**src/fault_guard_pkg.sv**
```systemverilog
// shared constants, modes and carriers for the fault log access guard
package fault_guard_pkg;
  // instruction codes seen as the first byte of an i2c write
  localparam logic [7:0] OP_UNLOCK = 8'h74;
  localparam logic [7:0] OP_STATUS = 8'h03;
  localparam logic [7:0] OP_READ_ALL = 8'h76;
  localparam logic [7:0] OP_PROGRAM = 8'h04;
  localparam logic [7:0] OP_ERASE = 8'h71;
  localparam logic [7:0] OP_USER = 8'h05;
  // configuration writers covered by write protection
  localparam logic [7:0] OP_CFG_WRITE = 8'h10;
  localparam logic [7:0] OP_CFG_MASKED = 8'h11;
  localparam logic [7:0] OP_TRIM_SET = 8'h12;
  // keys
  localparam logic [7:0] KEY_UNLOCK = 8'hac;
  localparam logic [7:0] KEY_PROG_HI = 8'he5;
  localparam logic [7:0] KEY_PROG_LO = 8'h3d;
  // fault log status values: request field b7..b6, grant field b5..b4
  localparam logic [7:0] STAT_RECORDING = 8'h00;
  localparam logic [7:0] STAT_REQUESTED = 8'hc0;
  localparam logic [7:0] STAT_ENABLED = 8'hf0;
  // monitor status low layout
  localparam int MON_COUNT_LSB = 4;
  localparam int MON_FULL_BIT = 3;
  // record geometry
  localparam logic [2:0] REC_LAST_BYTE = 3'h6;
  localparam logic [3:0] REC_LAST = 4'hf;
  // readout buffer shape
  localparam int FIFO_WIDTH = 8;
  localparam int FIFO_DEPTH = 16;
  // write protection modes, fixed at initial programming
  localparam logic [1:0] PROT_OPEN = 2'h0;
  localparam logic [1:0] PROT_LOCKED = 2'h1;
  localparam logic [1:0] PROT_PIN = 2'h2;
  // reset values
  localparam logic [7:0] TX_RESET = 8'h00;

  // byte-level events from the i2c slave engine, same clock
  typedef struct packed {
    logic start;     // start or repeated start
    logic stop;      // stop seen
    logic wrValid;   // one write byte received
    logic [7:0] wrData;
    logic rdReq;     // master wants the next read byte
    logic rdNack;    // master nacked the last read byte
  } i2c_evt_t;

  // address of one byte of the non-volatile log
  typedef struct packed {
    logic [3:0] record;
    logic [2:0] index;
  } log_addr_t;
endpackage

```
**src/readout_fifo.sv**
```systemverilog
// parameterised valid/ready fifo for the readout stream
module readout_fifo #(
  parameter int WIDTH = 8,
  parameter int DEPTH = 16
) (
  // clock and reset
  input wire logic clk,
  input wire logic rst_n,
  input wire logic flush,
  // fill side
  input wire logic inValid,
  output logic inReady,
  input wire logic [WIDTH-1:0] inData,
  // drain side
  output logic outValid,
  input wire logic outReady,
  output logic [WIDTH-1:0] outData
);
  localparam int AW = $clog2(DEPTH);
  logic [WIDTH-1:0] mem [DEPTH];  // storage
  logic [AW-1:0] wrPtr_reg;
  logic [AW-1:0] rdPtr_reg;
  logic [AW:0] count_reg;         // one extra bit tells full from empty
  logic push;
  logic pop;

  assign inReady = (count_reg != (AW+1)'(DEPTH));
  assign outValid = (count_reg != '0);
  assign outData = mem[rdPtr_reg];
  assign push = inValid && inReady;
  assign pop = outValid && outReady;

  // storage write, no reset needed on data
  always_ff @(posedge clk) begin
    if (push) begin
      mem[wrPtr_reg] <= inData;
    end
  end

  // pointers and fill level
  always_ff @(posedge clk) begin
    if (!rst_n || flush) begin
      wrPtr_reg <= '0;
      rdPtr_reg <= '0;
      count_reg <= '0;
    end else begin
      if (push) wrPtr_reg <= wrPtr_reg + 1'b1;
      if (pop) rdPtr_reg <= rdPtr_reg + 1'b1;
      count_reg <= count_reg + (AW+1)'(push) - (AW+1)'(pop);
    end
  end
endmodule

```
**src/fault_log_guard.sv**
```systemverilog
// instruction control for fault log readout, erase and config write guard
module fault_log_guard (
  // clock and reset
  input wire logic mclk,
  input wire logic rst_n,
  // byte engine of the i2c slave
  input wire fault_guard_pkg::i2c_evt_t i2cEvt,
  output logic txValid,
  output logic [7:0] txData,
  output logic wrAck,
  // fault recorder and its memory
  input wire logic [3:0] recordCount,
  input wire logic logFull,
  input wire logic recorderBusy,
  input wire logic eraseBusy,
  input wire logic [7:0] memData,
  output logic memRdEn,
  output fault_guard_pkg::log_addr_t memAddr,
  output logic recordHold,
  output logic eraseStart,
  // modes and protection
  input wire logic faultLogMode,
  input wire logic [1:0] protMode,
  input wire logic writePermitPin,
  output logic progModeActive,
  // configuration write path
  output logic cfgWrStrobe,
  output logic [7:0] cfgWrOp,
  output logic [7:0] cfgWrData
);
  typedef enum logic [1:0] {LOG_RECORDING, LOG_REQUESTED, LOG_ENABLED} log_state_t;
  typedef enum logic [2:0] {P_OPCODE, P_UNLOCK_KEY, P_PROG_HI, P_PROG_LO, P_CFG_DATA,
                            P_DISCARD} parse_state_t;

  log_state_t logState_reg;     // unlock handshake state
  parse_state_t parse_reg;      // write byte parser
  logic [7:0] lastOp_reg;       // opcode that a following read answers
  logic permitMeta_reg;         // first stage, read only by the second
  logic permitSync_reg;
  logic streamOn_reg;           // bulk readout fetch running
  logic fetchDone_reg;          // last byte of record 15 requested
  logic pend_reg;               // memory data arrives this cycle
  logic rdWait_reg;             // host read waiting on the buffer
  logic cfgAllowed;
  logic opcodeByte;
  logic unlockGood;
  logic unlockBad;
  logic gatedOp;
  logic fifoInReady;
  logic fifoOutValid;
  logic [7:0] fifoOutData;
  logic streamRead;
  logic popNow;
  logic flushNow;
  logic issue;
  logic [7:0] statusByte;
  logic [7:0] monitorByte;
  // decoded write events
  assign opcodeByte = i2cEvt.wrValid && (parse_reg == P_OPCODE);
  assign unlockGood = i2cEvt.wrValid && (parse_reg == P_UNLOCK_KEY)
                      && (i2cEvt.wrData == fault_guard_pkg::KEY_UNLOCK);
  assign unlockBad = i2cEvt.wrValid && (parse_reg == P_UNLOCK_KEY)
                     && (i2cEvt.wrData != fault_guard_pkg::KEY_UNLOCK);
  assign gatedOp = (i2cEvt.wrData == fault_guard_pkg::OP_UNLOCK)
                   || (i2cEvt.wrData == fault_guard_pkg::OP_READ_ALL)
                   || (i2cEvt.wrData == fault_guard_pkg::OP_ERASE);

  assign cfgAllowed = (protMode == fault_guard_pkg::PROT_OPEN)
                      || ((protMode == fault_guard_pkg::PROT_PIN) && permitSync_reg);

  // status byte with low nibble zero
  always_comb begin
    unique case (logState_reg)
      LOG_RECORDING: statusByte = fault_guard_pkg::STAT_RECORDING;
      LOG_REQUESTED: statusByte = fault_guard_pkg::STAT_REQUESTED;
      LOG_ENABLED: statusByte = eraseBusy ? fault_guard_pkg::STAT_RECORDING
                                          : fault_guard_pkg::STAT_ENABLED;
      default: statusByte = fault_guard_pkg::STAT_RECORDING;  // spare code reads as recording
    endcase
  end

  // record count in the high nibble, full flag below it
  always_comb begin
    monitorByte = '0;
    monitorByte[fault_guard_pkg::MON_COUNT_LSB +: 4] = recordCount;
    monitorByte[fault_guard_pkg::MON_FULL_BIT] = logFull;
  end

  // permit pin is asynchronous, two flops before use
  always_ff @(posedge mclk) begin
    if (!rst_n) begin
      permitMeta_reg <= 1'b0;
      permitSync_reg <= 1'b0;
    end else begin
      permitMeta_reg <= writePermitPin;
      permitSync_reg <= permitMeta_reg;
    end
  end

  // write byte parser; a start always rearms for a new opcode
  always_ff @(posedge mclk) begin
    if (!rst_n) begin
      parse_reg <= P_OPCODE;
      lastOp_reg <= '0;
    end else if (i2cEvt.start || i2cEvt.stop) begin
      parse_reg <= P_OPCODE;
    end else if (opcodeByte) begin
      lastOp_reg <= i2cEvt.wrData;
      // unlock, readout and erase ignored outside fault logging mode
      if (gatedOp && !faultLogMode) begin
        parse_reg <= P_DISCARD;
        lastOp_reg <= '0;
      end else if (i2cEvt.wrData == fault_guard_pkg::OP_UNLOCK) begin
        parse_reg <= P_UNLOCK_KEY;
      end else if (i2cEvt.wrData == fault_guard_pkg::OP_PROGRAM) begin
        parse_reg <= P_PROG_HI;
      end else if ((i2cEvt.wrData == fault_guard_pkg::OP_CFG_WRITE)
                   || (i2cEvt.wrData == fault_guard_pkg::OP_CFG_MASKED)
                   || (i2cEvt.wrData == fault_guard_pkg::OP_TRIM_SET)) begin
        parse_reg <= P_CFG_DATA;
      end else begin
        parse_reg <= P_DISCARD;
      end
    end else if (i2cEvt.wrValid) begin
      unique case (parse_reg)
        P_PROG_HI: parse_reg <= (i2cEvt.wrData == fault_guard_pkg::KEY_PROG_HI)
                                ? P_PROG_LO : P_DISCARD;
        P_CFG_DATA: parse_reg <= P_CFG_DATA;
        default: parse_reg <= P_DISCARD;
      endcase
    end
  end

  always_ff @(posedge mclk) begin
    if (!rst_n) begin
      logState_reg <= LOG_RECORDING;
      recordHold <= 1'b0;
    end else if (unlockBad) begin
      logState_reg <= LOG_RECORDING;
      recordHold <= 1'b0;
    end else if (unlockGood) begin
      logState_reg <= (logState_reg == LOG_ENABLED) ? LOG_ENABLED : LOG_REQUESTED;
      recordHold <= 1'b1;
    end else if (logState_reg == LOG_REQUESTED && !recorderBusy && !eraseBusy) begin
      // grant once neither the recorder nor an erase is busy
      logState_reg <= LOG_ENABLED;
    end
  end

  // program mode entry, exit to user mode
  always_ff @(posedge mclk) begin
    if (!rst_n) begin
      progModeActive <= 1'b0;
    end else if (opcodeByte && i2cEvt.wrData == fault_guard_pkg::OP_USER) begin
      progModeActive <= 1'b0;
    end else if (i2cEvt.wrValid && parse_reg == P_PROG_LO
                 && i2cEvt.wrData == fault_guard_pkg::KEY_PROG_LO) begin
      progModeActive <= 1'b1;
    end
  end

  // erase pulse; nvm change needs program mode
  always_ff @(posedge mclk) begin
    if (!rst_n) begin
      eraseStart <= 1'b0;
    end else begin
      eraseStart <= opcodeByte && faultLogMode && progModeActive
                    && (logState_reg == LOG_ENABLED)
                    && (i2cEvt.wrData == fault_guard_pkg::OP_ERASE);
    end
  end

  // every write byte acked; only config bytes are gated
  always_ff @(posedge mclk) begin
    if (!rst_n) begin
      wrAck <= 1'b0;
      cfgWrStrobe <= 1'b0;
      cfgWrOp <= '0;
      cfgWrData <= '0;
    end else begin
      wrAck <= i2cEvt.wrValid;
      cfgWrStrobe <= i2cEvt.wrValid && (parse_reg == P_CFG_DATA) && cfgAllowed;
      if (i2cEvt.wrValid && parse_reg == P_CFG_DATA) begin
        cfgWrOp <= lastOp_reg;
        cfgWrData <= i2cEvt.wrData;
      end
    end
  end

  // bulk readout runs until stop; data is discarded on stop
  assign flushNow = i2cEvt.stop;
  assign issue = streamOn_reg && !fetchDone_reg && !memRdEn && !pend_reg && fifoInReady;

  // fetch starts at record 0 byte 0
  always_ff @(posedge mclk) begin
    if (!rst_n || flushNow) begin
      streamOn_reg <= 1'b0;
      fetchDone_reg <= 1'b0;
      memRdEn <= 1'b0;
      pend_reg <= 1'b0;
      memAddr <= '0;
    end else begin
      if (opcodeByte && faultLogMode && logState_reg == LOG_ENABLED
          && i2cEvt.wrData == fault_guard_pkg::OP_READ_ALL) begin
        streamOn_reg <= 1'b1;
        fetchDone_reg <= 1'b0;
        memAddr <= '0;
      end
      memRdEn <= issue;
      pend_reg <= memRdEn;
      // advance byte then record once the read is out
      if (memRdEn) begin
        if (memAddr.index == fault_guard_pkg::REC_LAST_BYTE) begin
          memAddr.index <= '0;
          if (memAddr.record == fault_guard_pkg::REC_LAST) begin
            fetchDone_reg <= 1'b1;
          end else begin
            memAddr.record <= memAddr.record + 1'b1;
          end
        end else begin
          memAddr.index <= memAddr.index + 1'b1;
        end
      end
    end
  end

  // buffer fills from memory, drains only on host reads, so it stalls the fetch
  readout_fifo #(
    .WIDTH(fault_guard_pkg::FIFO_WIDTH),
    .DEPTH(fault_guard_pkg::FIFO_DEPTH)
  ) u_fifo (
    .clk(mclk),
    .rst_n(rst_n),
    .flush(flushNow),
    .inValid(pend_reg),
    .inReady(fifoInReady),
    .inData(memData),
    .outValid(fifoOutValid),
    .outReady(popNow),
    .outData(fifoOutData)
  );

  assign streamRead = (lastOp_reg == fault_guard_pkg::OP_READ_ALL) && streamOn_reg;
  assign popNow = streamRead && fifoOutValid && (i2cEvt.rdReq || rdWait_reg);

  // read answers: status, monitor byte or stream data
  always_ff @(posedge mclk) begin
    if (!rst_n) begin
      txValid <= 1'b0;
      txData <= fault_guard_pkg::TX_RESET;
      rdWait_reg <= 1'b0;
    end else begin
      txValid <= 1'b0;
      if (flushNow || i2cEvt.rdNack) begin
        rdWait_reg <= 1'b0;
      end else if (streamRead && (i2cEvt.rdReq || rdWait_reg)) begin
        // an empty buffer holds the request until data lands
        rdWait_reg <= !fifoOutValid;
        if (fifoOutValid) begin
          txValid <= 1'b1;
          txData <= fifoOutData;
        end
      end else if (i2cEvt.rdReq) begin
        txValid <= 1'b1;
        unique case (lastOp_reg)
          fault_guard_pkg::OP_UNLOCK: txData <= statusByte;
          fault_guard_pkg::OP_STATUS: txData <= monitorByte;
          default: txData <= fault_guard_pkg::TX_RESET;
        endcase
      end
    end
  end
endmodule

```
**config.mk**
```make
export PLATFORM = sky130hd
export DESIGN_NAME = fault_log_guard
export DESIGN_NICKNAME = d
export VERILOG_FILES = /design/src/fault_guard_pkg.sv /design/src/readout_fifo.sv /design/src/fault_log_guard.sv
export SDC_FILE = /design/constraint.sdc
export NUM_CORES = 1
export LEC_CHECK = 0
export ABC_AREA = 0
export BUFFER_PORTS_ARGS = -buffer_cell sky130_fd_sc_hd__buf_4
export CAP_MARGIN = 25
export CORE_MARGIN = 5
export CORE_UTILIZATION = 60
export DETAILED_ROUTE_END_ITERATION = 6
export PLACE_DENSITY = 0.8
export REMOVE_ABC_BUFFERS = 1
export SYNTH_ARGS = -nofsm -noshare
export SYNTH_HDL_FRONTEND = slang
export SYNTH_SLANG_ARGS = --single-unit
```
**constraint.sdc**
```tcl
create_clock -name mclk -period 7.1 [get_ports mclk]
set_input_delay 0.355 -clock mclk [delete_from_list [all_inputs] [get_ports mclk]]
set_output_delay 0.355 -clock mclk [all_outputs]
set_load 0.05 [all_outputs]
```
# == Word level (Yosys, flattened, before mapping) ==
# Memories as Yosys holds them, arrays and structs flattened. A register that Yosys moved wholly into a read port is not among the register bits.
# Index checks and enable logic that the tools add are counted.
# W data, S select, Z words.
# classes
eq_ne,26
n_mux,34
add_sub_neg,6
bitwise,3
n_reduce_logical,59
# op_table
operator,count
$eq A8 B7 Y1 const B,5
$mux W8,5
$pmux W8 S2,2
$logic_and A1 B1 Y1,29
$eq A8 B5 Y1 const B,3
$mux W3,7
$eq A8 B3 Y1 const B,2
$eq A8 B8 Y1 const B,2
$mux W4,4
$mux W7,2
$add A4 B1 Y4 const B,3
$mux W1,10
$logic_or A1 B1 Y1,9
$eq A8 B2 Y1 const B,1
$eq A8 B6 Y1 const B,1
$logic_not A1 Y1,8
$ne A8 B8 Y1 const B,1
$reduce_bool A2 Y1,4
$reduce_or A2 Y1,4
$eq A3 B2 Y1 const B,2
$eq A3 B3 Y1 const B,2
$mux W2,3
$pmux W3 S2,1
$add A5 B1 Y5,1
14 further kinds,17
# word_totals
ff_bits,70
output_inout_bits,38
memories,1
input_bits,34
mem_bits_rw,128
# mem_list
memory,words,width,read_ports,rd_clocked_by_memory_dff,wr,line_no,source
u_fifo.mem,16,8,1,1,1,readout_fifo.sv:20,logic [WIDTH-1:0] mem [DEPTH];

# == Logic depth before layout (Yosys ltp) ==
# depth
depth_word,9
depth_mapped,13
depth_no_buf,13

# == Cells and area by module ==
# From an unflattened synthesis, not the netlist that was laid out.
# hier_totals
hier_cells,619
hier_area_um2,8349.3
# modules_own_cells
module,seq_area_each_um2,cells_each,n_inst,area_each_um2
readout_fifo,4184.0,310,1,5816.8
fault_log_guard,1141.1,309,1,2532.4

# == Least setup slack after synthesis ==
# OpenSTA, ideal clock, no wires.
# synth_timing
path_kind,register to register
startpoint,register lastOp_reg[7]
endpoint,register u_fifo.count_reg[4]
period_less_slack_ns,2.802
t_arrival_ns,2.674
required_ns,6.972
slack_ns,4.298
stages_incl_launch_ff,13
cell_sequence,dfxtp_1 > or4b_4 > or2_4 > nor3_2 > ha_1 > inv_1 > ha_1 > fa_1 > a21oi_1 > nor2_1 > nor2_1 > xnor2_1 > nor2_1
# synth_between
elab_chain_len,6
# synth_lines
item,line_no,source
start: declaration,fault_log_guard.sv:37,logic [7:0] lastOp_reg;
start signal: assignment,fault_log_guard.sv:108,lastOp_reg <= i2cEvt.wrData;
$eq A8 B7 Y1,fault_log_guard.sv:243,assign streamRead = (lastOp_reg == fault_guard_pkg::OP_READ_ALL) && streamOn_reg;
$logic_and A1 B1 Y1,fault_log_guard.sv:243,
$logic_and A1 B1 Y1 (2 in series),fault_log_guard.sv:244,assign popNow = streamRead && fifoOutValid && (i2cEvt.rdReq || rdWait_reg);
$logic_and A1 B1 Y1,readout_fifo.sv:31,assign pop = outValid && outReady;
$sub A5 B1 Y5,readout_fifo.sv:49,count_reg <= count_reg + (AW+1)'(push) - (AW+1)'(pop);
end signal: assignment,readout_fifo.sv:49,
end: declaration,readout_fifo.sv:23,logic [AW:0] count_reg;
# Every way passes these cells.
# A chain may end at the register's enable or synchronous reset.

# == Worst setup path after layout ==
# Same ends and word-level chain as after synthesis.

==> summary.md <==
| Metric | Value |
|---|---|
| Arrival @ worst endpoint | 3.39 ns |
| Final period util | 42.4% |
| Top fanout value on the critical path | 5 |
| Max Root-Sink Buffers | 3 |
| Root Buffer | clkbuf_16 |
| DRC errors left | 0 |
| Slowest-stage cell, CP | or4b_4 |
| Pwr per Cell Area | 239 nW/um2 |
| Yosys cell types | between 60 and 70 |
| Detail Placement HPWL | 12.2 mm |
| Vias in the first global route | 5284 |
| Die height | 128 um |
| DP Worst Slack | approximately 4 ns |
| Final layout net count | 725 |
| Area Growth Syn to Fin | 16.0% |
| Ant diodes | 0 |
| Core Rows | 43 |
| RSZ-0062 raised after global routing | false |
| Resized cells post-CTS | 0 |
| Final Hold Violating Endpoints | 0 |
| YS warnings | 0 |
| Top reg by flops | u_fifo.mem |
| Post-synthesis cell count | 600 |
| Pin count of the biggest net entering global routing | 33 |
| Routed Antenna Nets | 0 |
| Share of layout cells above drive strength 1 | 22.0% |
| Final worst setup slack | around 4.1 ns |
| Syn_area_per_cell | 13.8 um2 |
| IO Port Bufs | 71 |
| Fin. max-slew vios | 0 |
| Worst reg-to-reg path cell count | 12 |
| Via-to-Cell Ratio | 6.12 |
| Max_slew headroom | 41.4% |
| Initial antenna violation count | 0 |
| CP endpoint kind | register |
| DIE AREA | 16300 um2 |
| Most common cell type on the critical path | nor2_1 |
| Hold buffers post-CTS | 0 |
| CTS tree | yes |
| Setup_tns | 0 ns |
| #FFs+latches synth | 202 |
| Seq/Total Area, Yosys | 64.2% |
| Number of synthesized flops with an enable pin | 128 |
| Total track usage | 22.6% |
| Routed WL per cell | 21.0 um |
| Clock slew at reported path FFs | roughly 0.06 ns |
| Final setup vio count | 0 |
| Sequential Area | around 5300 um2 |
| CTS buffer count | 21 |
| Critical path type | register to register |
| P_leak | around 3.3 nW |
| CP required | 7.48 ns |
| Vias | 5325 |
| F_max | 0.332 GHz |
| Hold WC Path Type | input port to register |
| Outcome | completed |
| Netlist area before placement | between 8000 and 9000 um2 |
| Crit-path cells | or4b_4, or2_4, nor3_2, ha_1, inv_1, ha_1, fa_1, a21oi_1, nor2_1, nor2_1, xnor2_1, nor2_1 |
| Placeable Area | 13700 um2 |
| Worst skew pair latency | 0.49 ns |
| Post-CTS Setup Bufs | 0 |
| Slowest Stage Delay on Critical Path | between 0.5 and 0.6 ns |
| Tmin final | 3.01 ns |
| Routed wire length | 18.2 mm |
| Top_reg_cell synth | edfxtp_1 |
| Worst Setup Start Kind | register |
| Largest register FFs | roughly 130 |
| Pwr Total | 0.00230 W |
| Grt ovf | 0 |
| Drt initial violations | 497 |
| Htree depth | 1 |
| Routability cong. | 0.841 |
| TritonRoute pass-1 iters | 5 |
| Max VDD drop | between 200 and 300 uV |
| Multi-input gate area | roughly 2800 um2 |
| Synth async-reset ratio | 0% |
| Maxcap violations | 0 |
| Worst Tran Pin Value | 0.876 ns |
| Skew final | 0.0174 ns |
| First-pass GRT wire length | 28.6 mm |
| Die Wd | 128 um |
| Initial Utilization | 60.5% |
| Top Ports | 72 |
| Fill count | 905 |
| CTS Sinks | 202 |
| Hold Path Cell Cnt | 2 |
[logic make-up (layout without fill, tap and decap cells)]
family | after synthesis | in the layout | share of synthesized area, %
adders and majority gates | 15 | 15 | 2.35
buffers and inverters | 46 | 136 | 2.41
AOI/OAI and AO/OA | 85 | 85 | 7.24
muxes | 41 | 41 | 9.92
xor gates and xnor gates | 10 | 10 | 1.06
and+or+nand+nor | 201 | 201 | 12.8
DFF | 202 | 202 | 64.2
[critical path: cells and delay by family, from the launching register on]
family                   cells  cell delay, ns
adder cells (fa/ha/maj)      3            0.84
flip-flops                   1            0.33
AND/OR/NAND/NOR              6            1.39
buffers and inverters        1            0.04
XOR/XNOR                     1            0.14
AO/OA/AOI/OAI                1            0.16
[layout by cell type, fill, tap and decap left out, types with 4 or more instances in the layout]
cell type,n
a21oi_1,36
a22oi_1,14
a31oi_1,5
and2_1,7
and3_1,7
and3b_1,4
buf_4,75
clkbuf_1,6
clkbuf_16,21
clkinv_1,5
clkinv_2,4
dfxtp_1,74
edfxtp_1,128
ha_1,14
inv_1,20
mux2i_1,8
mux4_2,33
nand2_1,51
nand2b_1,7
nand3_1,13
nand3b_1,6
nor2_1,60
nor2b_1,7
nor3_1,11
o211ai_1,4
o21ai_0,6
xnor2_1,7
[layer usage]
metal / track usage [%] / vias to the layer above / wire length (um) / share of wire (%)
li1: - / 2406 / - / -
met1: 28.6 / 2607 / 6790 / 37
met2: 39.9 / 269 / 9360 / 51
met3: 3.76 / 43 / 1590 / 8.7
met4: 7.18 / 0 / 503 / 2.8
met5: 0 / - / 0 / 0
[synthesized netlist by cell type, drive strengths merged, types with 3 or more instances]
cell,count,area share (%)
nand2,51,2.3
inv,20,0.90
a211oi,3,0.27
a22oi,14,1.3
buf,13,0.92
dfxtp,74,18
and3b,4,0.42
nor3,13,0.98
nor4,4,0.56
o211ai,4,0.36
clkbuf,13,0.59
mux2i,8,0.97
and3,7,0.53
o22ai,3,0.23
nand4b,3,0.32
a31oi,6,0.63
nand2b,7,0.53
edfxtp,128,46
and2,7,0.53
nand3b,6,0.54
a21oi,36,2.2
a2111oi,3,0.77
nor2b,7,0.53
ha,14,2.1
nand3,13,0.78
nor2,60,2.7
xnor2,7,0.74
xor2,3,0.32
o21ai,6,0.36
mux4,33,9.0
and4b,3,0.36
[stage by stage]
step | area (um2) | hold WS (ns) | instances | util [%]
3_5_place_dp | 8990 | 0.417 | 830 | 65.5
2_1_floorplan | 8170 | 0.412 | 574 | -
3_3_place_gp | 8940 | 0.422 | 827 | 65.2
4_1_cts | 9580 | 0.0374 | 867 | 69.8
6_report | 9620 | 0.0464 | 870 | 70.1
5_1_grt | 9620 | 0.0372 | 870 | 70.1
[power by group]
part / internal [W] / switching [W] / total [W]
Combinational: 0.0000289 / 0.0000500 / 0.0000789
Clock: 0.000544 / 0.000422 / 0.000966
Sequential: 0.00125 / 0.00000362 / 0.00125
[worst paths after layout]
kind	from	endpoint	slack, ns
worst max-delay path	lastOp_reg[7]	u_fifo.count_reg[4]	4.09
worst min-delay path	protMode[0]	cfgWrStrobe	0.05
worst max register to register	lastOp_reg[7]	u_fifo.count_reg[4]	4.09
worst min register to register	permitMeta_reg	permitSync_reg	0.43
[layout make-up]
cell class                 count  share of cell area [%]
multi-input combinational    352                    28.8
tap                          180                    2.34
clock inverter                10                   0.494
inverter                      20                   0.780
timing repair buffer          79                    6.53
clock buffer                  27                    5.70
sequential                   202                    55.4
Note: power is estimated with default switching activity, not from simulation.
